**src/reset_sequencer_pkg.sv**
```systemverilog
// shared constants and types for the reset sequencer
package reset_sequencer_pkg;

    localparam int unsigned CLK_HZ          = 20_000_000;
    localparam int unsigned OSC_START_NS    = 4000;
    localparam int unsigned OSC_START_CYC   = (OSC_START_NS * (CLK_HZ / 1_000_000) + 999) / 1000;
    localparam int unsigned HOLD_SHORT_CYC  = 66;
    localparam int unsigned HOLD_LONG_CYC   = 5000;
    localparam int unsigned CNT_W           = 13;
    localparam int unsigned GPIO_W          = 8;
    // length in cycles of the settle window after the pin is let go
    localparam int unsigned PIN_SETTLE_CYC  = 4;

    localparam logic [15:0] VECTOR_HI_ADDR  = 16'h0002;
    localparam logic [15:0] VECTOR_LO_ADDR  = 16'h0003;

    localparam int unsigned PWR_AMP_BIT     = 7;
    localparam logic [7:0]  PWR_CTRL_RESET  = 8'h80;
    localparam logic [1:0]  CLK_SRC_INT_OSC = 2'h0;

    typedef enum logic [4:0] {
        ST_OSC_START = 5'b0_0001,
        ST_HOLD      = 5'b0_0010,
        ST_PIN_WAIT  = 5'b0_0100,
        ST_VEC_FETCH = 5'b0_1000,
        ST_RUN       = 5'b1_0000
    } seq_state_t;

    typedef struct packed {
        logic power_on;
        logic brownout_detect;
        logic watchdog_timeout;
        logic stop_exit;
        logic pin_reset_n;
    } reset_causes_t;

    typedef struct packed {
        logic       vec_req;
        logic       vec_byte;
        logic [7:0] vec_hi;
        logic       pc_load;
        logic [15:0] pc_value;
    } vector_t;

endpackage : reset_sequencer_pkg

```
**src/reset_sequencer.sv**
```systemverilog
// reset request merge, hold counter, vector fetch and power-on-only register
// What this block does
// - any of five causes enters reset
// - wait oscillator start-up before counting
// - hold core reset 66 oscillator cycles
// - crystal option lengthens hold to 5000
// - supply faults count from supply good
// - stay in reset while pin asserted
// - gpio become inputs, pull-ups off
// - reset pin open-drain, driven low
// - core idle, crystal and watchdog run
// - control registers take reset values
// - fetch vector from 0002H/0003H into pc
// - clock source returns to internal oscillator
// - amplifier off by default, clear enables
// - power register set to 80H only at power-on
// - amplifier disable bit 7, resets one
module reset_sequencer
    import reset_sequencer_pkg::*;
(
    input  wire logic          clk,
    input  wire logic          resetn,
    input  wire logic          power_on,
    input  wire logic          brownout_detect,
    input  wire logic          watchdog_timeout,
    input  wire logic          stop_exit,
    input  wire logic          supply_good,
    input  wire logic          crystal_option,
    input  wire logic          reset_shared_pin_i,
    output logic               reset_shared_pin_o,
    output logic               reset_shared_pin_oe,
    output logic               core_reset,
    output logic               periph_reset,
    output logic               ctrl_reg_load,
    output logic [GPIO_W-1:0]  gpio_force_input,
    output logic [GPIO_W-1:0]  gpio_pullup_off,
    output logic               crystal_run,
    output logic               watchdog_osc_run,
    output logic [1:0]         clock_source_sel,
    output logic [15:0]        vec_addr,
    output logic               vec_req,
    input  wire logic [7:0]    vec_data,
    input  wire logic          vec_valid,
    output logic               pc_load,
    output logic [15:0]        pc_value,
    input  wire logic          pwr_wr,
    input  wire logic [7:0]    pwr_wdata,
    output logic [7:0]         pwr_ctrl,
    output logic               low_power_amp_en
);

    typedef struct packed {
        logic [2:0]  pin_sync;
        logic        pin_n;
        reset_causes_t causes_prev;
        seq_state_t  state;
        logic [CNT_W-1:0] cnt;
        logic        supply_wait;
        logic        pin_drive;
        logic        vec_byte;
        logic [7:0]  vec_hi;
        logic        pc_load;
        logic [15:0] pc_value;
        logic [7:0]  pwr_ctrl;
    } state_t;

    state_t s_q;
    state_t s_d;
    reset_causes_t cur;
    logic new_cause;
    logic pin_asserted;
    logic [CNT_W-1:0] hold_len;

    always_comb
    begin
        s_d = s_q;
        s_d.pc_load = 1'b0;
        // pin passes three flops; a change counts when the last two agree
        s_d.pin_sync = {s_q.pin_sync[1:0], reset_shared_pin_i};
        if (s_q.pin_sync[2] == s_q.pin_sync[1])
        begin
            s_d.pin_n = s_q.pin_sync[2];
        end
        pin_asserted = !s_q.pin_n;
        cur.power_on = power_on;
        cur.brownout_detect = brownout_detect;
        cur.watchdog_timeout = watchdog_timeout;
        cur.stop_exit = stop_exit;
        // own drive low is not a new external cause; the synced pin lags the
        // release by a few cycles, so the settle window is masked as well,
        // otherwise the lagging low would restart the sequence forever
        cur.pin_reset_n = s_q.pin_n | s_q.pin_drive | (s_q.state == ST_PIN_WAIT);
        s_d.causes_prev = cur;

        // causes count on their edges; a level held high never retriggers
        new_cause = 1'b0;
        if (cur.power_on && !s_q.causes_prev.power_on)
        begin
            new_cause = 1'b1;
        end
        if (cur.brownout_detect && !s_q.causes_prev.brownout_detect)
        begin
            new_cause = 1'b1;
        end
        if (cur.watchdog_timeout && !s_q.causes_prev.watchdog_timeout)
        begin
            new_cause = 1'b1;
        end
        if (cur.stop_exit && !s_q.causes_prev.stop_exit)
        begin
            new_cause = 1'b1;
        end
        if (!cur.pin_reset_n && s_q.causes_prev.pin_reset_n)
        begin
            new_cause = 1'b1;
        end

        if (crystal_option)
        begin
            hold_len = CNT_W'(HOLD_LONG_CYC);
        end
        else
        begin
            hold_len = CNT_W'(HOLD_SHORT_CYC);
        end

        if (power_on)
        begin
            s_d.pwr_ctrl = PWR_CTRL_RESET;
        end
        else if (pwr_wr && s_q.state == ST_RUN)
        begin
            s_d.pwr_ctrl = pwr_wdata;
        end
        if (new_cause)
        begin
            // restart from scratch; pin is pulled low again during port reset
            s_d.state = ST_OSC_START;
            s_d.cnt = '0;
            s_d.supply_wait = power_on | brownout_detect | s_q.supply_wait;
            s_d.pin_drive = 1'b1;
        end
        else
        begin
            case (s_q.state)
                ST_OSC_START:
                begin
                    if (s_q.supply_wait && !supply_good)
                    begin
                        s_d.cnt = '0;
                    end
                    else if (s_q.cnt >= CNT_W'(OSC_START_CYC - 1))
                    begin
                        s_d.supply_wait = 1'b0;
                        s_d.cnt = '0;
                        s_d.state = ST_HOLD;
                    end
                    else
                    begin
                        s_d.cnt = s_q.cnt + 1'b1;
                    end
                end
                ST_HOLD:
                begin
                    if (s_q.cnt >= hold_len - 1'b1)
                    begin
                        s_d.cnt = '0;
                        s_d.pin_drive = 1'b0;
                        s_d.state = ST_PIN_WAIT;
                    end
                    else
                    begin
                        s_d.cnt = s_q.cnt + 1'b1;
                    end
                end
                ST_PIN_WAIT:
                begin
                    // sync delay lets the released pin settle before it is judged
                    if (s_q.cnt < CNT_W'(PIN_SETTLE_CYC))
                    begin
                        s_d.cnt = s_q.cnt + 1'b1;
                    end
                    else if (!pin_asserted)
                    begin
                        s_d.vec_byte = 1'b0;
                        s_d.state = ST_VEC_FETCH;
                    end
                end
                ST_VEC_FETCH:
                begin
                    if (vec_valid)
                    begin
                        if (!s_q.vec_byte)
                        begin
                            s_d.vec_hi = vec_data;
                            s_d.vec_byte = 1'b1;
                        end
                        else
                        begin
                            s_d.pc_value = {s_q.vec_hi, vec_data};
                            s_d.pc_load = 1'b1;
                            s_d.state = ST_RUN;
                        end
                    end
                end
                ST_RUN:
                begin
                    s_d.cnt = '0;
                end
                default:
                begin
                    s_d.state = ST_OSC_START;
                end
            endcase
        end
    end

    always_ff @(posedge clk or negedge resetn)
    begin
        if (!resetn)
        begin
            s_q.pin_sync <= 3'h7;
            s_q.pin_n <= 1'b1;
            s_q.causes_prev <= 5'h01;
            s_q.state <= ST_OSC_START;
            s_q.cnt <= '0;
            s_q.supply_wait <= 1'b1;
            s_q.pin_drive <= 1'b1;
            s_q.vec_byte <= 1'b0;
            s_q.vec_hi <= 8'h00;
            s_q.pc_load <= 1'b0;
            s_q.pc_value <= 16'h0000;
            s_q.pwr_ctrl <= PWR_CTRL_RESET;
        end
        else
        begin
            s_q <= s_d;
        end
    end

    logic in_reset;
    assign in_reset = (s_q.state != ST_RUN);
    assign core_reset = in_reset && (s_q.state != ST_VEC_FETCH);
    assign periph_reset = in_reset;
    assign ctrl_reg_load = in_reset;

    // one mask bit per port pin; the reset-shared pin is driven on its own
    for (genvar g = 0; g < GPIO_W; g++)
    begin : gen_gpio
        assign gpio_force_input[g] = in_reset;
        assign gpio_pullup_off[g]  = in_reset;
    end

    assign crystal_run = 1'b1;
    assign watchdog_osc_run = 1'b1;
    // other sources are software's job once running
    assign clock_source_sel = CLK_SRC_INT_OSC;
    assign reset_shared_pin_o = 1'b0;
    assign reset_shared_pin_oe = s_q.pin_drive;
    assign vec_req = (s_q.state == ST_VEC_FETCH);
    assign vec_addr = s_q.vec_byte ? VECTOR_LO_ADDR : VECTOR_HI_ADDR;
    assign pc_load = s_q.pc_load;
    assign pc_value = s_q.pc_value;
    assign pwr_ctrl = s_q.pwr_ctrl;
    assign low_power_amp_en = !s_q.pwr_ctrl[PWR_AMP_BIT];

endmodule // reset_sequencer

```
**config.mk**
```make
export PLATFORM = sky130hd
export DESIGN_NAME = reset_sequencer
export DESIGN_NICKNAME = d
export VERILOG_FILES = /design/src/reset_sequencer_pkg.sv /design/src/reset_sequencer.sv
export SDC_FILE = /design/constraint.sdc
export NUM_CORES = 1
export LEC_CHECK = 0
export BUFFER_PORTS_ARGS = -buffer_cell sky130_fd_sc_hd__buf_2
export CAP_MARGIN = 20
export CORE_MARGIN = 8
export CORE_UTILIZATION = 53
export DETAILED_ROUTE_END_ITERATION = 7
export PLACE_DENSITY = 0.8
export SLEW_MARGIN = 10
export SYNTH_ARGS = -nofsm -noshare
export SYNTH_HDL_FRONTEND = slang
export SYNTH_SLANG_ARGS = --single-unit
```
**constraint.sdc**
```tcl
create_clock -name clk -period 3.1 [get_ports clk]
set_input_delay 0.62 -clock clk [delete_from_list [all_inputs] [get_ports clk]]
set_output_delay 0.62 -clock clk [all_outputs]
set_load 0.005 [all_outputs]
```
Word-level counts from Yosys, hierarchy flattened:

Cells that the tools add are included.
Widths: inputs -> output; s select.

* bits in registers: 63
* input port bits: 27
* output and inout bits: 68
* logic and storage cells: 113

* $add $sub $neg: 2
* $lt $le $gt $ge: 3
* equality and inequality tests: 21
* muxes and demuxes: 36
* bitwise logic cells: 6
* reduce and logical (&&, ||, !) cells: 29

Operator list (number)
* $mux 13: 5
* $pmux 13 s4: 1
* $mux 17: 3
* $mux 5: 7
* $mux 26: 1
* $pmux 5 s5: 1
* $mux 8: 3
* $mux 20: 1
* $ne 3x3->1 const B: 5
* $add 13x1->13 const B: 1
* $ge 13x13->1: 1
* $ge 13x7->1 const B: 1
* $lt 13x3->1 const B: 1
* $mux 1: 13
* $sub 13x1->13 const B: 1
* $reduce_bool 2->1: 6
* $logic_and 1x1->1: 8
* $ne 2x2->1 const B: 4
* $reduce_and 4->1: 2
* $reduce_and 8->1: 1
* $logic_not 1->1: 7
* $ne 3x1->1 const B: 2
* $eq 5x1->1 const B: 1
* $eq 5x2->1 const B: 1
* 15 further kinds: 20

Depth between registers and ports, before layout:

Gate-level depths: netlist (run 1).

* word-level depth: 9
* mapped depth: 9

Worst setup path before layout (run 1):

OpenSTA, ideal clock, no wires.

* path kind: input to register
* from: input port crystal_option
* to: register s_q[39] (netlist bit)
* library setup time: 124 ps
* arrival time: 2333 ps
* required time: 2976 ps
* slack: 643 ps
* cell stages on the path: 9
* cells stage by stage: inv_1 ha_1 nand2_1 nor4_1 a2bb2oi_4 a22oi_4 buf_6 nor3_1 a211o_1

* cells in the longest elaborated chain, start to end: 6

Ends and longest elaborated chain
* start: declaration: RTL line reset_sequencer.sv:28 `input wire logic crystal_option,`
* $mux 13: RTL line reset_sequencer.sv:118 `if (crystal_option)`
* $sub 13x1->13: RTL line reset_sequencer.sv:165 `if (s_q.cnt >= hold_len - 1'b1)`
* $ge 13x13->1: RTL line reset_sequencer.sv:165
* $mux 13: RTL line reset_sequencer.sv:165
* $pmux 13 s4: RTL line reset_sequencer.sv:145 `case (s_q.state)`
* $mux 20: RTL line reset_sequencer.sv:135 `if (new_cause)`
* end: declaration: RTL line reset_sequencer.sv:67 `state_t s_q;`

No other way between the ends.
A chain may end at the register's enable or synchronous reset.

Final worst setup path (run 1):

* from: register s_q[49] (netlist bit)
* to: output port gpio_pullup_off[6]

* cells in the longest elaborated chain, start to end: 1

Ends and longest elaborated chain
* $ne 5x5->1: RTL line reset_sequencer.sv:242 `assign in_reset = (s_q.state != ST_RUN);`
* end: declaration: RTL line reset_sequencer.sv:36 `output logic [GPIO_W-1:0] gpio_pullup_off,`

No other way between the ends.

==> results.ini, run 1 <==
[synth]
synth_async_sr_flop_share_pct=100
synth_mux_area_share_pct=8.18
yosys.area_share.xor_xnor_pct=0.239
yosysSeqAreaShare_pct=43.3
post_synth_fa_ha_maj_area_fraction_pct=3.00
syn_area_per_cell_um2=10.6
synth_compound_area_share_pct=13.0
syn_area_mm2=0.00367
synth.distinct_cells=58
synth_top_family_by_area=simple AND/OR/NAND/NOR gates
synth_edf_count=0
synth-seq-cells=63
yosys.area_share.simple_pct=16.3
yosysWarningCount=0
syn_inst=346
synth_flop_cell=dfrtp_1

[setup_path]
critPathRequiredTime_ns=2.48
crit_arrival_ns=1.93
cp-end-kind=output pin
cp-start-kind=flip-flop
crit_type=reg -> out
crit_path_max_fanout=21

[timing]
finalCriticalPeriod_ns=2.55
period_share_pct=82.2
worst_slew_pin_slew_ns=0.718
setup_viol=0
slew_viol_final=0
setup_tns_ns=0
hold_violations=0
fmaxAchievable_ghz=0.393
fin_ws_ns=0.553
rsz0062_at_grt=false
skew_ns=0.0117
max_slew_margin_pct=51.7

[global_route]
grt_max_degree=42
antenna_found_initial=0
grt_overflow=0
grt_pass1_wl_mm=12.6
grt_pass1_vias=2598
grt_usage_pct=15.6

[routing]
drtAntennaViolNets=0
drt-total-wl_mm=7.49
firstDrtPassIters=4
vias=2585
drcViolationCount=0
drt-initial-drc-count=145
wl_per_cell_um=16.1
vias_per_cell=5.56

[clocking]
clock_path_buffers=2
cts_resized=0
cts_tree=done
cts_sinks=63
clkLatencyLatePin_ns=0.34
cts_setup_buffers=0
numCtsBuffers=9
cts.htree.levels=3
cts_root_buffer=clkbuf_8
holdBufCountCts=0
clk_pin_slew_worst_paths_ns=0.08

[final_layout]
drive_above_1_share_pct=38.7
syn2layout_area_growth_pct=5.93
final_common_cell=buf_2
diodes=0
final_cells=465
fin_util_pct=57.6
nets=415
final_area_mm2=0.00389
layout_common_cells=buf_2 (74), dfrtp_1 (54), nand2_1 (30)

[placed_design]
place.gp.congestion=0.847
placedInstanceArea_mm2=0.00369
dpl_worst_slack_ns=0.226
dp_cells=449
dp_hpwl_mm=5.54
port_buffers=74

[floorplan]
core_area_mm2=0.00676
die_y_um=99.2
die_w_um=99.2
die_area_mm2=0.00985
rows=30
start_util_pct=54.3
ios=95

[min_path]
hold_class=in -> async

[power_and_ir_drop]
ir_drop_uv=225
p_leak_uw=0.00200
p_per_area_mw_per_mm2=422

[run_status]
run_status=complete, no violations

[job]
cap_violations=0

[kinds of logic (layout without fill, tap and decap cells)]
kind of cell | after synthesis | after routing
other | 2 | 20
muxes | 25 | 25
xor gates and xnor gates | 1 | 1
DFF | 63 | 63
adders and majority gates | 9 | 9
and+or+nand+nor | 107 | 107
AOI/OAI and AO/OA | 57 | 57
buffers and inverters | 82 | 103
[per-stage QoR]
step | power (uW) | hold WS (ns)
2_1_floorplan | 918 | 0.324
3_3_place_gp | 939 | 0.347
3_5_place_dp | 942 | 0.352
4_1_cts | 1660 | 0.258
5_1_grt | 1710 | 0.283
6_report | 1640 | 0.262
[layout make-up]
class / instances / area, um2
clock buffer: 9 / 124
clock inverter: 7 / 72.6
fill: 567 / 2870
inverter: 9 / 33.8
multi-input combinational: 219 / 1570
sequential: 63 / 1590
tap: 80 / 100
timing repair buffer: 78 / 400
[power breakdown]
part	leakage [uW]	internal, uW	switching, uW
clock	0.0000956	372	340
combinational	0.00107	32.6	57.8
sequential	0.000840	831	5.02
[synth_stat cells (5+ instances only)]
master   instances  area (um2)
mux2_4           5        75.1
nor2_1          16        60.1
nor3_1           6        30.0
buf_6            5        56.3
ha_1             8         100
inv_1            9        33.8
a21o_1           5        37.5
a22o_1           7        61.3
nand3_1         19        95.1
a21oi_1         10        50.1
nor4_1           5        31.3
mux2_2          20         225
dfstp_2          9         236
buf_4           62         465
dfrtp_1         54        1350
and3_1           5        31.3
o31ai_1          6        45.0
nand2_1         30         113
[path summary, 6_finish.rpt]
kind                              start            endpoint  slack (ns)  cells past startpoint
worst max-delay path            s_q[49]  gpio_pullup_off[6]        0.55                      5
worst min-delay path             resetn        pc_value[10]        0.26                      2
worst max register to register  s_q[36]             s_q[48]        0.58                      7
worst min register to register  s_d[61]             s_d[62]        0.36                      0
max in group asynchronous        resetn             s_q[62]        2.36                      2
min in group clk                s_d[61]             s_d[62]        0.36                      0
[critical path, stage by stage, from the launching register on]
cell     delay, ns
dfstp_2       0.58
nor2_1        0.07
and3_1        0.18
buf_4         0.17
inv_1         0.37
buf_2         0.21
[registers in the layout, indices dropped and copies added (netlist names)]
signal,cells
pc_value,16
pc_load,1
s_d,2
reset_shared_pin_oe,1
s_q,35
pwr_ctrl,8
[layer usage]
metal	wire length, um	global-route usage (%)	vias up
li1	-	-	1210
met1	3170	18.5	1256
met2	3590	25.8	106
met3	583	3.91	13
met4	140	7.80	0
met5	0	0	-
Power figures use the tool's default switching activity.
==> run 2: changes to the inputs <==
- CORE_UTILIZATION: 53 -> 48
- PLACE_DENSITY: 0.8 -> 0.76
- clock period: 3.1 -> 2.11 ns (I/O delays scaled with it)
==> run 2 against run 1 <==
Compared with the run above:
- the flow now finishes with violations (negative setup slack)
- critical path depth is 5 higher
- power up 53%
- sequential share of layout area down 7.3 points
- worst setup slack worse by 0.63 ns
- routed wire length up 25%
- global-route usage up 0.34 points
- core utilization increased by 5.1 points
- clock power grew 52%
- register-to-register slack got worse by 0.66 ns
- sequential power rose by 47%
- cell area rose by 22%
- critical endpoint is now s_q[36]
- highest routed layer unchanged
==> results.ini, run 2 (same netlist as run 1, synthesis figures left out) <==
[final_layout]
layout_common_cells=buf_2 (73), buf_4 (52), dfrtp_1 (51)
final_area_mm2=0.00474
multi_input_area_mm2=0.00181
nets=480
regMostFlops=s_q
drive_above_1_share_pct=52.9
largest_register_ffs=35
seq_area_mm2=0.00159
syn2layout_area_growth_pct=29.2
top_regs=s_q x35, pc_value x16, pwr_ctrl x8
final_common_cell=buf_2
fillCellCount=562
diodes=0

[min_path]
hold_class=in -> async

[run_status]
violations=negative setup slack
run_status=finished, violations left

[power_and_ir_drop]
p_leak_uw=0.00237
p_per_area_mw_per_mm2=529
p_total_uw=2510
power.switching_uw=616
p_clk_share_pct=43.2
seqPwrFrac_pct=49.0
swShare_pct=24.6
internal_power_uw=1890
p_comb_share_pct=7.9
ir_drop_uv=346

[timing]
fin_ws_ns=-0.0752
period_share_pct=104
rsz0062_at_grt=true
finalCriticalPeriod_ns=2.19
skew_ns=0.00967
setup_viol=14
slew_viol_final=0
worst_slew_pin_slew_ns=0.681
fmaxAchievable_ghz=0.458
hold_violations=0
max_slew_margin_pct=54.6

[global_route]
grt_pass1_vias=2794
grt_max_degree=31
grt_overflow=0
grt_usage_pct=16.0
antenna_found_initial=0
grt_pass1_wl_mm=13.3

[routing]
drt-initial-drc-count=174
vias=2903
drt-total-wl_mm=9.35
firstDrtPassIters=4
drcViolationCount=0
drtAntennaViolNets=0
wl_per_cell_um=16.9
vias_per_cell=5.26

[floorplan]
start_util_pct=48.5
ios=95
die_w_um=103
core_area_mm2=0.00757
die_area_mm2=0.0107
rows=32
die_y_um=103

[setup_path]
reg2reg_setup_slack_ns=-0.08
crit_path_max_fanout=6
crit_type=reg -> reg
critPathRequiredTime_ns=2.33
crit_arrival_ns=2.41
cp-start-kind=flip-flop
cp-end-kind=flip-flop

[job]
cap_violations=0

[clocking]
cts_root_buffer=clkbuf_8
clock_path_buffers=2
clk_pin_slew_worst_paths_ns=0.07
numCtsBuffers=9
cts_tree=done
clkLatencyLatePin_ns=0.34
cts.htree.levels=3
holdBufCountCts=0
cts_sinks=63

[placed_design]
placedInstanceArea_mm2=0.00413
port_buffers=74
place.gp.congestion=0.852
dp_hpwl_mm=6.31

-- run 2: what timing repair did --
action                                  4_1_cts  5_1_grt
pin swaps                                     7       19
buffers inserted                              6        9
cloned                                        1        2
gates resized for setup                      12       38
endpoints found under the setup margin       46       59
-- run 2: power by group through the flow --
stage | Sequential (uW) | Clock (uW) | Combinational [uW]
2_1_floorplan | 1250 | 0 | 102
3_3_place_gp | 1250 | 0 | 158
3_5_place_dp | 1250 | 0 | 162
4_1_cts | 1230 | 1110 | 173
5_1_grt | 1230 | 1160 | 217
6_report | 1230 | 1080 | 197
-- run 2: cell type report --
class | count | share of cell area (%)
flip-flops and latches | 63 | 33.5
clock buffers | 10 | 2.90
inverters | 9 | 0.791
well taps | 102 | 2.69
multi-input cells | 221 | 38.1
repair buffers | 141 | 20.5
clock inverters | 6 | 1.48
-- run 2: stage by stage --
step	utilization [%]	setup slack [ns]	std cells	hold WS [ns]	TNS [ns]
after global routing	62.7	-0.163	552	0.0801	-2.85
after detailed placement	54.6	-0.352	518	0.347	-4.61
after CTS	58.8	-0.0884	541	0.0493	-0.662
final	62.7	-0.0752	552	0.0681	-0.518
after floorplan	-	-0.0129	364	0.126	-0.0304
after global placement	54.6	-0.300	518	0.347	-3.59
-- run 2: worst max-delay path, stage by stage, from the launching register on --
cell and delay [ns]:
dfrtp_2 0.46, ha_4 0.28, buf_6 0.09, nand3_4 0.09
nor4_4 0.31, nor3_4 0.07, a22oi_4 0.20, buf_12 0.14
nor3_4 0.04, buf_6 0.14, mux2_2 0.25
-- run 2: path summary, 6_finish.rpt --
check / startpoint / endpoint / depth (start not counted)
max in group asynchronous: resetn / reset_shared_pin_oe / 2
max reg2reg: s_q[43] / s_q[36] / 10
min: resetn / s_q[38] / 1
min reg2reg: s_d[61] / s_d[62] / 0
max: s_q[43] / s_q[36] / 10
min in group clk: reset_shared_pin_i / s_d[61] / 1
-- run 2: layer usage --
| layer | share of wire, % | GRT usage [%] |
|---|---|---|
| met5 | 0 | 0 |
| met4 | 2.0 | 6.90 |
| met3 | 5.9 | 2.61 |
| met2 | 53 | 28.0 |
| met1 | 39 | 18.9 |
